### config.mk
export PLATFORM = sky130hd
export DESIGN_NAME = dsg_clock_gating
export DESIGN_NICKNAME = d
export VERILOG_FILES = /design/src/design/dsg_pkg.sv /design/src/design/dsg_mode_select.sv /design/src/design/dsg_access_check.sv /design/src/design/dsg_clock_gating.sv
export SDC_FILE = /design/constraint.sdc
export NUM_CORES = 1
export LEC_CHECK = 0
export BUFFER_PORTS_ARGS = -buffer_cell sky130_fd_sc_hd__buf_4
export CORE_MARGIN = 2
export CORE_UTILIZATION = 40
export CTS_CLUSTER_SIZE = 10
export DETAILED_ROUTE_END_ITERATION = 16
export PLACE_DENSITY_LB_ADDON = 0.15
export SLEW_MARGIN = 20
export SYNTH_ARGS = -nofsm -noshare
export SYNTH_HDL_FRONTEND = slang
export SYNTH_HIERARCHICAL = 1
export SYNTH_SLANG_ARGS = --single-unit
### constraint.sdc
create_clock -name clk -period 5.75 [get_ports clk]
set_input_delay 0.8625 -clock clk [delete_from_list [all_inputs] [get_ports clk]]
set_output_delay 0.8625 -clock clk [all_outputs]
set_load 0.05 [all_outputs]
### src/design/dsg_pkg.sv
package dsg_pkg;

    // ==========================================================
    // Address map
    // ==========================================================
    localparam logic [31:0] SYS_CTRL_BASE = 32'h400FE000;
    localparam logic [31:0] OFF_RUN_GATES = 32'h00000100;
    localparam logic [31:0] OFF_SLEEP_GATES = 32'h00000110;
    localparam logic [31:0] OFF_DEEP_GATES = 32'h00000120;
    localparam logic [31:0] OFF_RUN_CONFIG = 32'h00000130;
    localparam logic [31:0] OFF_IRQ_STATUS = 32'h00000140;
    localparam logic [31:0] OFF_IRQ_MASK = 32'h00000144;
    localparam logic [31:0] ADDR_RUN_GATES = SYS_CTRL_BASE + OFF_RUN_GATES;
    localparam logic [31:0] ADDR_SLEEP_GATES = SYS_CTRL_BASE + OFF_SLEEP_GATES;
    localparam logic [31:0] ADDR_DEEP_GATES = SYS_CTRL_BASE + OFF_DEEP_GATES;
    localparam logic [31:0] ADDR_RUN_CONFIG = SYS_CTRL_BASE + OFF_RUN_CONFIG;
    localparam logic [31:0] ADDR_IRQ_STATUS = SYS_CTRL_BASE + OFF_IRQ_STATUS;
    localparam logic [31:0] ADDR_IRQ_MASK = SYS_CTRL_BASE + OFF_IRQ_MASK;

    // ==========================================================
    // Field layout and reset values
    // ==========================================================
    localparam int NUM_UNITS = 3;
    localparam int UNIT_WATCHDOG = 0;
    localparam int UNIT_ADC = 1;
    localparam int UNIT_PWM = 2;
    localparam int BIT_WATCHDOG = 3;
    localparam int BIT_ADC = 16;
    localparam int BIT_PWM = 20;
    localparam int BIT_AUTO_GATING = 0;
    localparam int BIT_DEEP_ENTRY = 3;
    localparam logic [31:0] GATE_WRITE_MASK = 32'h00110008;
    localparam logic [31:0] GATE_RESET = 32'h00000000;
    localparam logic [31:0] DEEP_FIXED_ONES = 32'h00000040;
    localparam logic [31:0] DEEP_RESET = 32'h00000040;
    localparam logic [31:0] CONFIG_WRITE_MASK = 32'h00000001;
    localparam logic [31:0] IRQ_FIELD_MASK = 32'h0000000F;
    localparam logic [1:0] RESP_OKAY = 2'h0;
    localparam logic [1:0] RESP_SLVERR = 2'h2;

    typedef enum logic [1:0] {
        DSG_MODE_RUN = 2'b00,
        DSG_MODE_SLEEP = 2'b01,
        DSG_MODE_DEEP = 2'b10
    } dsg_mode_t;

endpackage : dsg_pkg

### src/design/dsg_mode_select.sv
`timescale 1ns/1ps
module dsg_mode_select
    import dsg_pkg::*;
#(
    parameter int UNITS = NUM_UNITS
) (
    input wire logic [UNITS-1:0] run_gates,
    input wire logic [UNITS-1:0] sleep_gates,
    input wire logic [UNITS-1:0] deep_gates,
    input wire logic auto_gating,
    input wire logic [1:0] power_mode,
    output logic [UNITS-1:0] active_gates
);

    // ==========================================================
    // Gate set selection
    // ==========================================================
    // Without auto gating the run set governs every power mode.
    always_comb begin
        active_gates = run_gates;
        if (auto_gating) begin
            case (power_mode)
                DSG_MODE_SLEEP: active_gates = sleep_gates;
                DSG_MODE_DEEP: active_gates = deep_gates;
                default: active_gates = run_gates;
            endcase
        end
    end

endmodule : dsg_mode_select

### src/design/dsg_access_check.sv
`timescale 1ns/1ps
module dsg_access_check
    import dsg_pkg::*;
#(
    parameter int UNITS = NUM_UNITS
) (
    input wire logic clk,
    input wire logic reset,
    input wire logic [UNITS-1:0] clock_enable,
    input wire logic access_valid,
    input wire logic [1:0] access_unit,
    output logic access_done,
    output logic access_fault,
    output logic [UNITS-1:0] fault_hit
);

    // ==========================================================
    // Per-unit access checking
    // ==========================================================
    logic [UNITS-1:0] unit_hit;
    logic [UNITS-1:0] next_fault_hit;
    wire unit_known = (access_unit < 2'(UNITS));

    genvar u;
    generate
        for (u = 0; u < UNITS; u++) begin : g_unit
            assign unit_hit[u] = access_valid && (access_unit == 2'(u));
            assign next_fault_hit[u] = unit_hit[u] && !clock_enable[u];
        end
    endgenerate

    // An unknown unit number is refused as well, so no access ever hangs.
    always_ff @(posedge clk or posedge reset) begin
        if (reset) begin
            access_done <= 1'b0;
            access_fault <= 1'b0;
            fault_hit <= '0;
        end else begin
            access_done <= access_valid;
            access_fault <= (|next_fault_hit) || (access_valid && !unit_known);
            fault_hit <= next_fault_hit;
        end
    end

endmodule : dsg_access_check

### src/design/dsg_clock_gating.sv
// The AXI4-Lite register port is this design's own decision.
`timescale 1ns/1ps
module dsg_clock_gating
    import dsg_pkg::*;
(
    input wire logic clk,
    input wire logic reset,
    input wire logic [31:0] s_awaddr,
    input wire logic s_awvalid,
    output logic s_awready,
    input wire logic [31:0] s_wdata,
    input wire logic [3:0] s_wstrb,
    input wire logic s_wvalid,
    output logic s_wready,
    output logic [1:0] s_bresp,
    output logic s_bvalid,
    input wire logic s_bready,
    input wire logic [31:0] s_araddr,
    input wire logic s_arvalid,
    output logic s_arready,
    output logic [31:0] s_rdata,
    output logic [1:0] s_rresp,
    output logic s_rvalid,
    input wire logic s_rready,
    input wire logic [1:0] power_mode,
    output logic [NUM_UNITS-1:0] unit_clock_enable,
    input wire logic unit_access_valid,
    input wire logic [1:0] unit_access_unit,
    output logic unit_access_done,
    output logic unit_access_fault,
    output logic irq
);

    // ==========================================================
    // Write channel
    // ==========================================================
    logic aw_held;
    logic w_held;
    logic [31:0] aw_addr;
    logic [31:0] w_data;
    logic [3:0] w_strb;

    wire aw_take = s_awvalid && s_awready;
    wire w_take = s_wvalid && s_wready;
    wire wr_fire = aw_held && w_held && !s_bvalid;
    wire next_aw_held = (aw_held || aw_take) && !wr_fire;
    wire next_w_held = (w_held || w_take) && !wr_fire;
    wire next_bvalid = wr_fire || (s_bvalid && !s_bready);

    wire wr_run = (aw_addr == ADDR_RUN_GATES);
    wire wr_sleep = (aw_addr == ADDR_SLEEP_GATES);
    wire wr_deep = (aw_addr == ADDR_DEEP_GATES);
    wire wr_config = (aw_addr == ADDR_RUN_CONFIG);
    wire wr_status = (aw_addr == ADDR_IRQ_STATUS);
    wire wr_mask = (aw_addr == ADDR_IRQ_MASK);
    wire wr_mapped = wr_run || wr_sleep || wr_deep || wr_config || wr_status || wr_mask;

    logic [31:0] strb_mask;
    genvar b;
    generate
        for (b = 0; b < 4; b++) begin : g_lane
            assign strb_mask[8*b +: 8] = {8{w_strb[b]}};
        end
    endgenerate

    always_ff @(posedge clk or posedge reset) begin
        if (reset) begin
            aw_held <= 1'b0;
            w_held <= 1'b0;
            aw_addr <= 32'h00000000;
            w_data <= 32'h00000000;
            w_strb <= 4'h0;
        end else begin
            aw_held <= next_aw_held;
            w_held <= next_w_held;
            if (aw_take) begin
                aw_addr <= s_awaddr;
            end
            if (w_take) begin
                w_data <= s_wdata;
                w_strb <= s_wstrb;
            end
        end
    end

    // Ready is registered, so one address and one data word are held at most.
    always_ff @(posedge clk or posedge reset) begin
        if (reset) begin
            s_awready <= 1'b0;
            s_wready <= 1'b0;
            s_bvalid <= 1'b0;
            s_bresp <= RESP_OKAY;
        end else begin
            s_awready <= !next_aw_held && !next_bvalid;
            s_wready <= !next_w_held && !next_bvalid;
            s_bvalid <= next_bvalid;
            if (wr_fire) begin
                s_bresp <= wr_mapped ? RESP_OKAY : RESP_SLVERR;
            end
        end
    end

    // ==========================================================
    // Gate and configuration registers
    // ==========================================================
    logic [31:0] run_gates;
    logic [31:0] sleep_gates;
    logic [31:0] deep_gates;
    logic [31:0] run_config;

    // Only the bits in write_mask take writes (the three unit bits for the gate registers); other bits keep their reset value of zero.
    function automatic logic [31:0] dsg_merge(input logic [31:0] old_value,
                                              input logic [31:0] new_value,
                                              input logic [31:0] lane_mask,
                                              input logic [31:0] write_mask);
        logic [31:0] keep;
        keep = lane_mask & write_mask;
        dsg_merge = (old_value & ~keep) | (new_value & keep);
    endfunction : dsg_merge

    always_ff @(posedge clk or posedge reset) begin
        if (reset) begin
            run_gates <= GATE_RESET;
            sleep_gates <= GATE_RESET;
            deep_gates <= GATE_RESET;
            run_config <= 32'h00000000;
        end else if (wr_fire) begin
            if (wr_run) begin
                run_gates <= dsg_merge(run_gates, w_data, strb_mask, GATE_WRITE_MASK);
            end
            if (wr_sleep) begin
                sleep_gates <= dsg_merge(sleep_gates, w_data, strb_mask, GATE_WRITE_MASK);
            end
            if (wr_deep) begin
                deep_gates <= dsg_merge(deep_gates, w_data, strb_mask, GATE_WRITE_MASK);
            end
            if (wr_config) begin
                run_config <= dsg_merge(run_config, w_data, strb_mask, CONFIG_WRITE_MASK);
            end
        end
    end

    wire auto_clock_gating_select = run_config[BIT_AUTO_GATING];
    wire [31:0] deep_read = deep_gates | DEEP_FIXED_ONES;

    // ==========================================================
    // Clock enable selection
    // ==========================================================
    logic [NUM_UNITS-1:0] run_units;
    logic [NUM_UNITS-1:0] sleep_units;
    logic [NUM_UNITS-1:0] deep_units;
    logic [NUM_UNITS-1:0] active_gates;

    assign run_units = {run_gates[BIT_PWM], run_gates[BIT_ADC], run_gates[BIT_WATCHDOG]};
    assign sleep_units = {sleep_gates[BIT_PWM], sleep_gates[BIT_ADC], sleep_gates[BIT_WATCHDOG]};
    assign deep_units = {deep_gates[BIT_PWM], deep_gates[BIT_ADC], deep_gates[BIT_WATCHDOG]};

    dsg_mode_select #(
        .UNITS(NUM_UNITS)
    ) u_mode_select (
        .run_gates(run_units),
        .sleep_gates(sleep_units),
        .deep_gates(deep_units),
        .auto_gating(auto_clock_gating_select),
        .power_mode(power_mode),
        .active_gates(active_gates)
    );

    // The enable is a registered level; the clock gate cell itself sits
    // beside each unit and must latch it on the low phase to avoid glitches.
    always_ff @(posedge clk or posedge reset) begin
        if (reset) begin
            unit_clock_enable <= '0;
        end else begin
            unit_clock_enable <= active_gates;
        end
    end

    // ==========================================================
    // Unit access fault checking
    // ==========================================================
    logic [NUM_UNITS-1:0] fault_hit;

    dsg_access_check #(
        .UNITS(NUM_UNITS)
    ) u_access_check (
        .clk(clk),
        .reset(reset),
        .clock_enable(unit_clock_enable),
        .access_valid(unit_access_valid),
        .access_unit(unit_access_unit),
        .access_done(unit_access_done),
        .access_fault(unit_access_fault),
        .fault_hit(fault_hit)
    );

    // ==========================================================
    // Interrupt status and mask
    // ==========================================================
    logic [31:0] irq_status;
    logic [31:0] irq_mask;
    logic in_deep;

    wire deep_active = auto_clock_gating_select && (power_mode == DSG_MODE_DEEP);
    wire deep_entry = deep_active && !in_deep;
    wire [31:0] irq_events = {28'h0000000, deep_entry, fault_hit};
    wire [31:0] irq_clear = (wr_fire && wr_status) ? (w_data & strb_mask) : 32'h00000000;
    // A new event wins over a clear landing in the same cycle.
    wire [31:0] next_irq_status = ((irq_status & ~irq_clear) | irq_events) & IRQ_FIELD_MASK;

    always_ff @(posedge clk or posedge reset) begin
        if (reset) begin
            in_deep <= 1'b0;
            irq_status <= 32'h00000000;
            irq_mask <= 32'h00000000;
            irq <= 1'b0;
        end else begin
            in_deep <= deep_active;
            irq_status <= next_irq_status;
            if (wr_fire && wr_mask) begin
                irq_mask <= dsg_merge(irq_mask, w_data, strb_mask, IRQ_FIELD_MASK);
            end
            irq <= |(irq_status & irq_mask);
        end
    end

    // ==========================================================
    // Read channel
    // ==========================================================
    wire rd_fire = s_arvalid && s_arready;
    wire next_rvalid = rd_fire || (s_rvalid && !s_rready);
    wire rd_run = (s_araddr == ADDR_RUN_GATES);
    wire rd_sleep = (s_araddr == ADDR_SLEEP_GATES);
    wire rd_deep = (s_araddr == ADDR_DEEP_GATES);
    wire rd_config = (s_araddr == ADDR_RUN_CONFIG);
    wire rd_status = (s_araddr == ADDR_IRQ_STATUS);
    wire rd_mask = (s_araddr == ADDR_IRQ_MASK);
    wire rd_mapped = rd_run || rd_sleep || rd_deep || rd_config || rd_status || rd_mask;
    wire [31:0] rd_value = rd_run ? run_gates :
                           rd_sleep ? sleep_gates :
                           rd_deep ? deep_read :
                           rd_config ? run_config :
                           rd_status ? irq_status :
                           rd_mask ? irq_mask : 32'h00000000;

    always_ff @(posedge clk or posedge reset) begin
        if (reset) begin
            s_arready <= 1'b0;
            s_rvalid <= 1'b0;
            s_rdata <= 32'h00000000;
            s_rresp <= RESP_OKAY;
        end else begin
            s_arready <= !next_rvalid;
            s_rvalid <= next_rvalid;
            if (rd_fire) begin
                s_rdata <= rd_value;
                s_rresp <= rd_mapped ? RESP_OKAY : RESP_SLVERR;
            end
        end
    end
endmodule : dsg_clock_gating

==> results by group <==
Timing
  – RSZ-0062 raised after global routing: false
  – Worst setup slack after layout: between 3 and 4 ns
  – Fin crit share: 35.68%
  – Worst Skew: roughly 0.0094 ns
  – Final Setup Violations: 0
  – Slew margin rel.: 47.87%
  – Fin. Hold Viols: 0
  – Max Freq: between 400 and 500 MHz
  – Post-route minimum period: between 2 and 2.5 ns
  – Worst slew pin tran: between 0.7 and 0.8 ns
  – Final Max Tran Viols: 0
  – Fin Setup TNS: 0 ns

Critical path
  – Crit path buf inv count: 0
  – Slowest CP cell: nor4_4
  – CP Capture Type: flip-flop
  – Arr. time, crit path: roughly 2.3 ns
  – Worst Path Max Fanout: 13
  – Critical path cell sequence: nor4b_4 -> nand4_4 -> nor4_4 -> mux2_2
  – WS Path Type: reg2reg
  – CP startpoint kind: flip-flop
  – Data required, critical path: between 5 and 6 ns
  – Max stage delay on crit path: 0.47 ns
  – Critical path's top delay family: simple AND/OR/NAND/NOR gates

Yosys
  – Synth top area share: a little over half
  – Most used flip-flop cell after synthesis: dfrtp_1
  – Number of synthesized flops with an enable pin: 0
  – Cells after Synth: slightly above 300
  – Synth area leaders: dfrtp_1 (52%), mux2_2 (15%), buf_4 (5.0%), nor4_4 (3.7%), mux2i_1 (1.7%)
  – Post-Syn Area per Cell: around 13 um2
  – Register bit total from synthesis: 84
  – Library cells used by synthesis: 52
  – YS warnings: 6
  – Post-synthesis async set-or-reset flop share: between 90% and 100%
  – Most frequent cells after synthesis: dfrtp_1 (84), mux2_2 (53), buf_4 (27)
  – Most frequent cell after synthesis: dfrtp_1
  – Yosys top cell by area: dfrtp_1
  – Mapped Area: about 4000 um2
  – Sequential fraction of the synthesis area: a little over half

Status
  – Status: finished clean

Floorplanning
  – Core area: slightly below 10000 um2
  – Initial Utilization: approximately 41%
  – Row count: 36
  – Die X: around 100 um
  – Io pins: roughly 160
  – Die height: about 100 um
  – Die area: 10870 um2

Clock network
  – Worst-Skew Late Latency: between 0.3 and 0.4 ns
  – CTS tree: yes
  – Clock Pin Slew Worst Setup and Hold Paths: about 0.08 ns
  – Clk sinks: 84
  – Post-CTS resize count: 0
  – Num CTS Buffers: 9
  – Hold Buf Count CTS: 0
  – CTS root buffer: clkbuf_8
  – Postcts setup bufs: 0
  – Clk buf depth: 2
  – H-tree Lvls: 3

Placed design
  – IO buf count: 103
  – Pre-CTS setup slack: 3.476 ns
  – Placed Area: 4832 um2
  – Post-DP HPWL: about 6000 um
  – RD Place Congestion: 0.7626

Final layout
  – Share of cells above drive strength 1: between 40% and 50%
  – Final Util: roughly 51%
  – N_diodes: 0
  – Area Overhead vs Synth: 24.92%
  – Finished layout cell area: roughly 5000 um2
  – Total Nets Final: roughly 520

Route
  – Via count: roughly 2700
  – Antenna-violating nets left: 0
  – DRT Wirelength: roughly 8000 um
  – Pre-Repair DR Iteration Count: 4
  – Drt drc: 0
  – 1st-iter DRT viols: 80
  – Avg Vias per Cell: ~4.9
  – Routed wire per std cell: 14.54 um

Global routing
  – GRT Util Overall: around 15%
  – First-pass GRT wire length: about 13000 um
  – Largest net degree at the start of global routing: 65
  – Vias in the first global route: 2751
  – Initial antenna violation count: 0
  – GRT overflow: 0

Power
  – Leak Pwr: 2.359 nW
  – Maximum VDD drop: roughly 0.19 mV
  – PD cells: approximately 350 nW/um2
  – Pwr Total: ~1.8 mW

Job
  – Maxcap violations: 0

Worst hold path
  – Worst hold path class: in2async
through the flow:
step	hold slack [ns]	instances
6_report	0.4184	547
5_1_grt	0.4126	547
4_1_cts	0.4037	547
3_5_place_dp	0.4486	532
3_3_place_gp	0.4405	532
2_1_floorplan	0.4084	329
report_power, final:
| part | internal (mW) | switching, mW | total [mW] |
|---|---|---|---|
| clock network | 0.210 | 0.201 | 0.410 |
| logic | 0.247 | 0.232 | 0.479 |
| registers | 0.756 | 0.131 | 0.887 |
logic make-up after synthesis:
kind of cell | after synthesis | synth area share (%)
DFF | 84 | 52.27
and+or+nand+nor | 81 | 16.55
muxes | 65 | 18.26
buffers and inverters | 43 | 6.751
AOI/OAI and AO/OA | 27 | 5.445
adders and majority gates | 2 | 0.6222
other | 1 | 0.09325
final cells by class:
type                    count  area [um2]
clock buffers              11       141.4
clock inverters             4       50.05
fillers                   882        4751
inverters                   8       30.03
multi-input cells         202        1745
flip-flops and latches     84        2102
well taps                 133       166.4
repair buffers            105       788.3
final timing paths:
check / from / to / slack [ns] / cells past startpoint
min in group clk: u_access_check/fault_hit[1] / irq_status[1] / 0.48 / 1
hold / removal: reset / u_access_check/fault_hit[2] / 0.42 / 2
max in group asynchronous: reset / asynchronous set/reset pin / 4.15 / 3
hold reg to reg: u_access_check/fault_hit[1] / irq_status[1] / 0.48 / 1
setup / recovery: aw_addr[11] / flip-flop / 3.70 / 4
setup reg to reg: aw_addr[11] / flip-flop / 3.70 / 4
metal layers:
layer  GRT usage (%)  part of all wire (%)  up-vias
li1                -                     -     1270
met1           19.61                    44     1324
met2           24.84                    48       90
met3           5.639                   7.2        6
met4           3.282                  0.86        0
met5               0                     0        -
cells in the final DEF (no fill, tap or decap), drive strengths merged, types with 2 or more instances in the layout:
master / netlist / routed
a21oi: 4 / 4
mux2i: 7 / 7
o41ai: 3 / 3
and3b: 2 / 2
ha: 2 / 2
and4bb: 3 / 3
nand2b: 10 / 10
a22o: 5 / 5
clkbuf: 3 / 11
nand3: 3 / 3
conb: 1 / 27
o2bb2ai: 2 / 2
dfrtp: 84 / 84
and2: 2 / 2
nor4b: 5 / 5
inv: 8 / 8
nor4: 14 / 14
a32o: 5 / 5
nor2b: 5 / 5
nand4: 6 / 6
or2: 3 / 3
buf: 32 / 105
mux2: 58 / 58
clkinvlp: 0 / 2
nor2: 11 / 11
nand2: 9 / 9
a22oi: 2 / 2
Note: power is estimated with default switching activity, not from simulation.
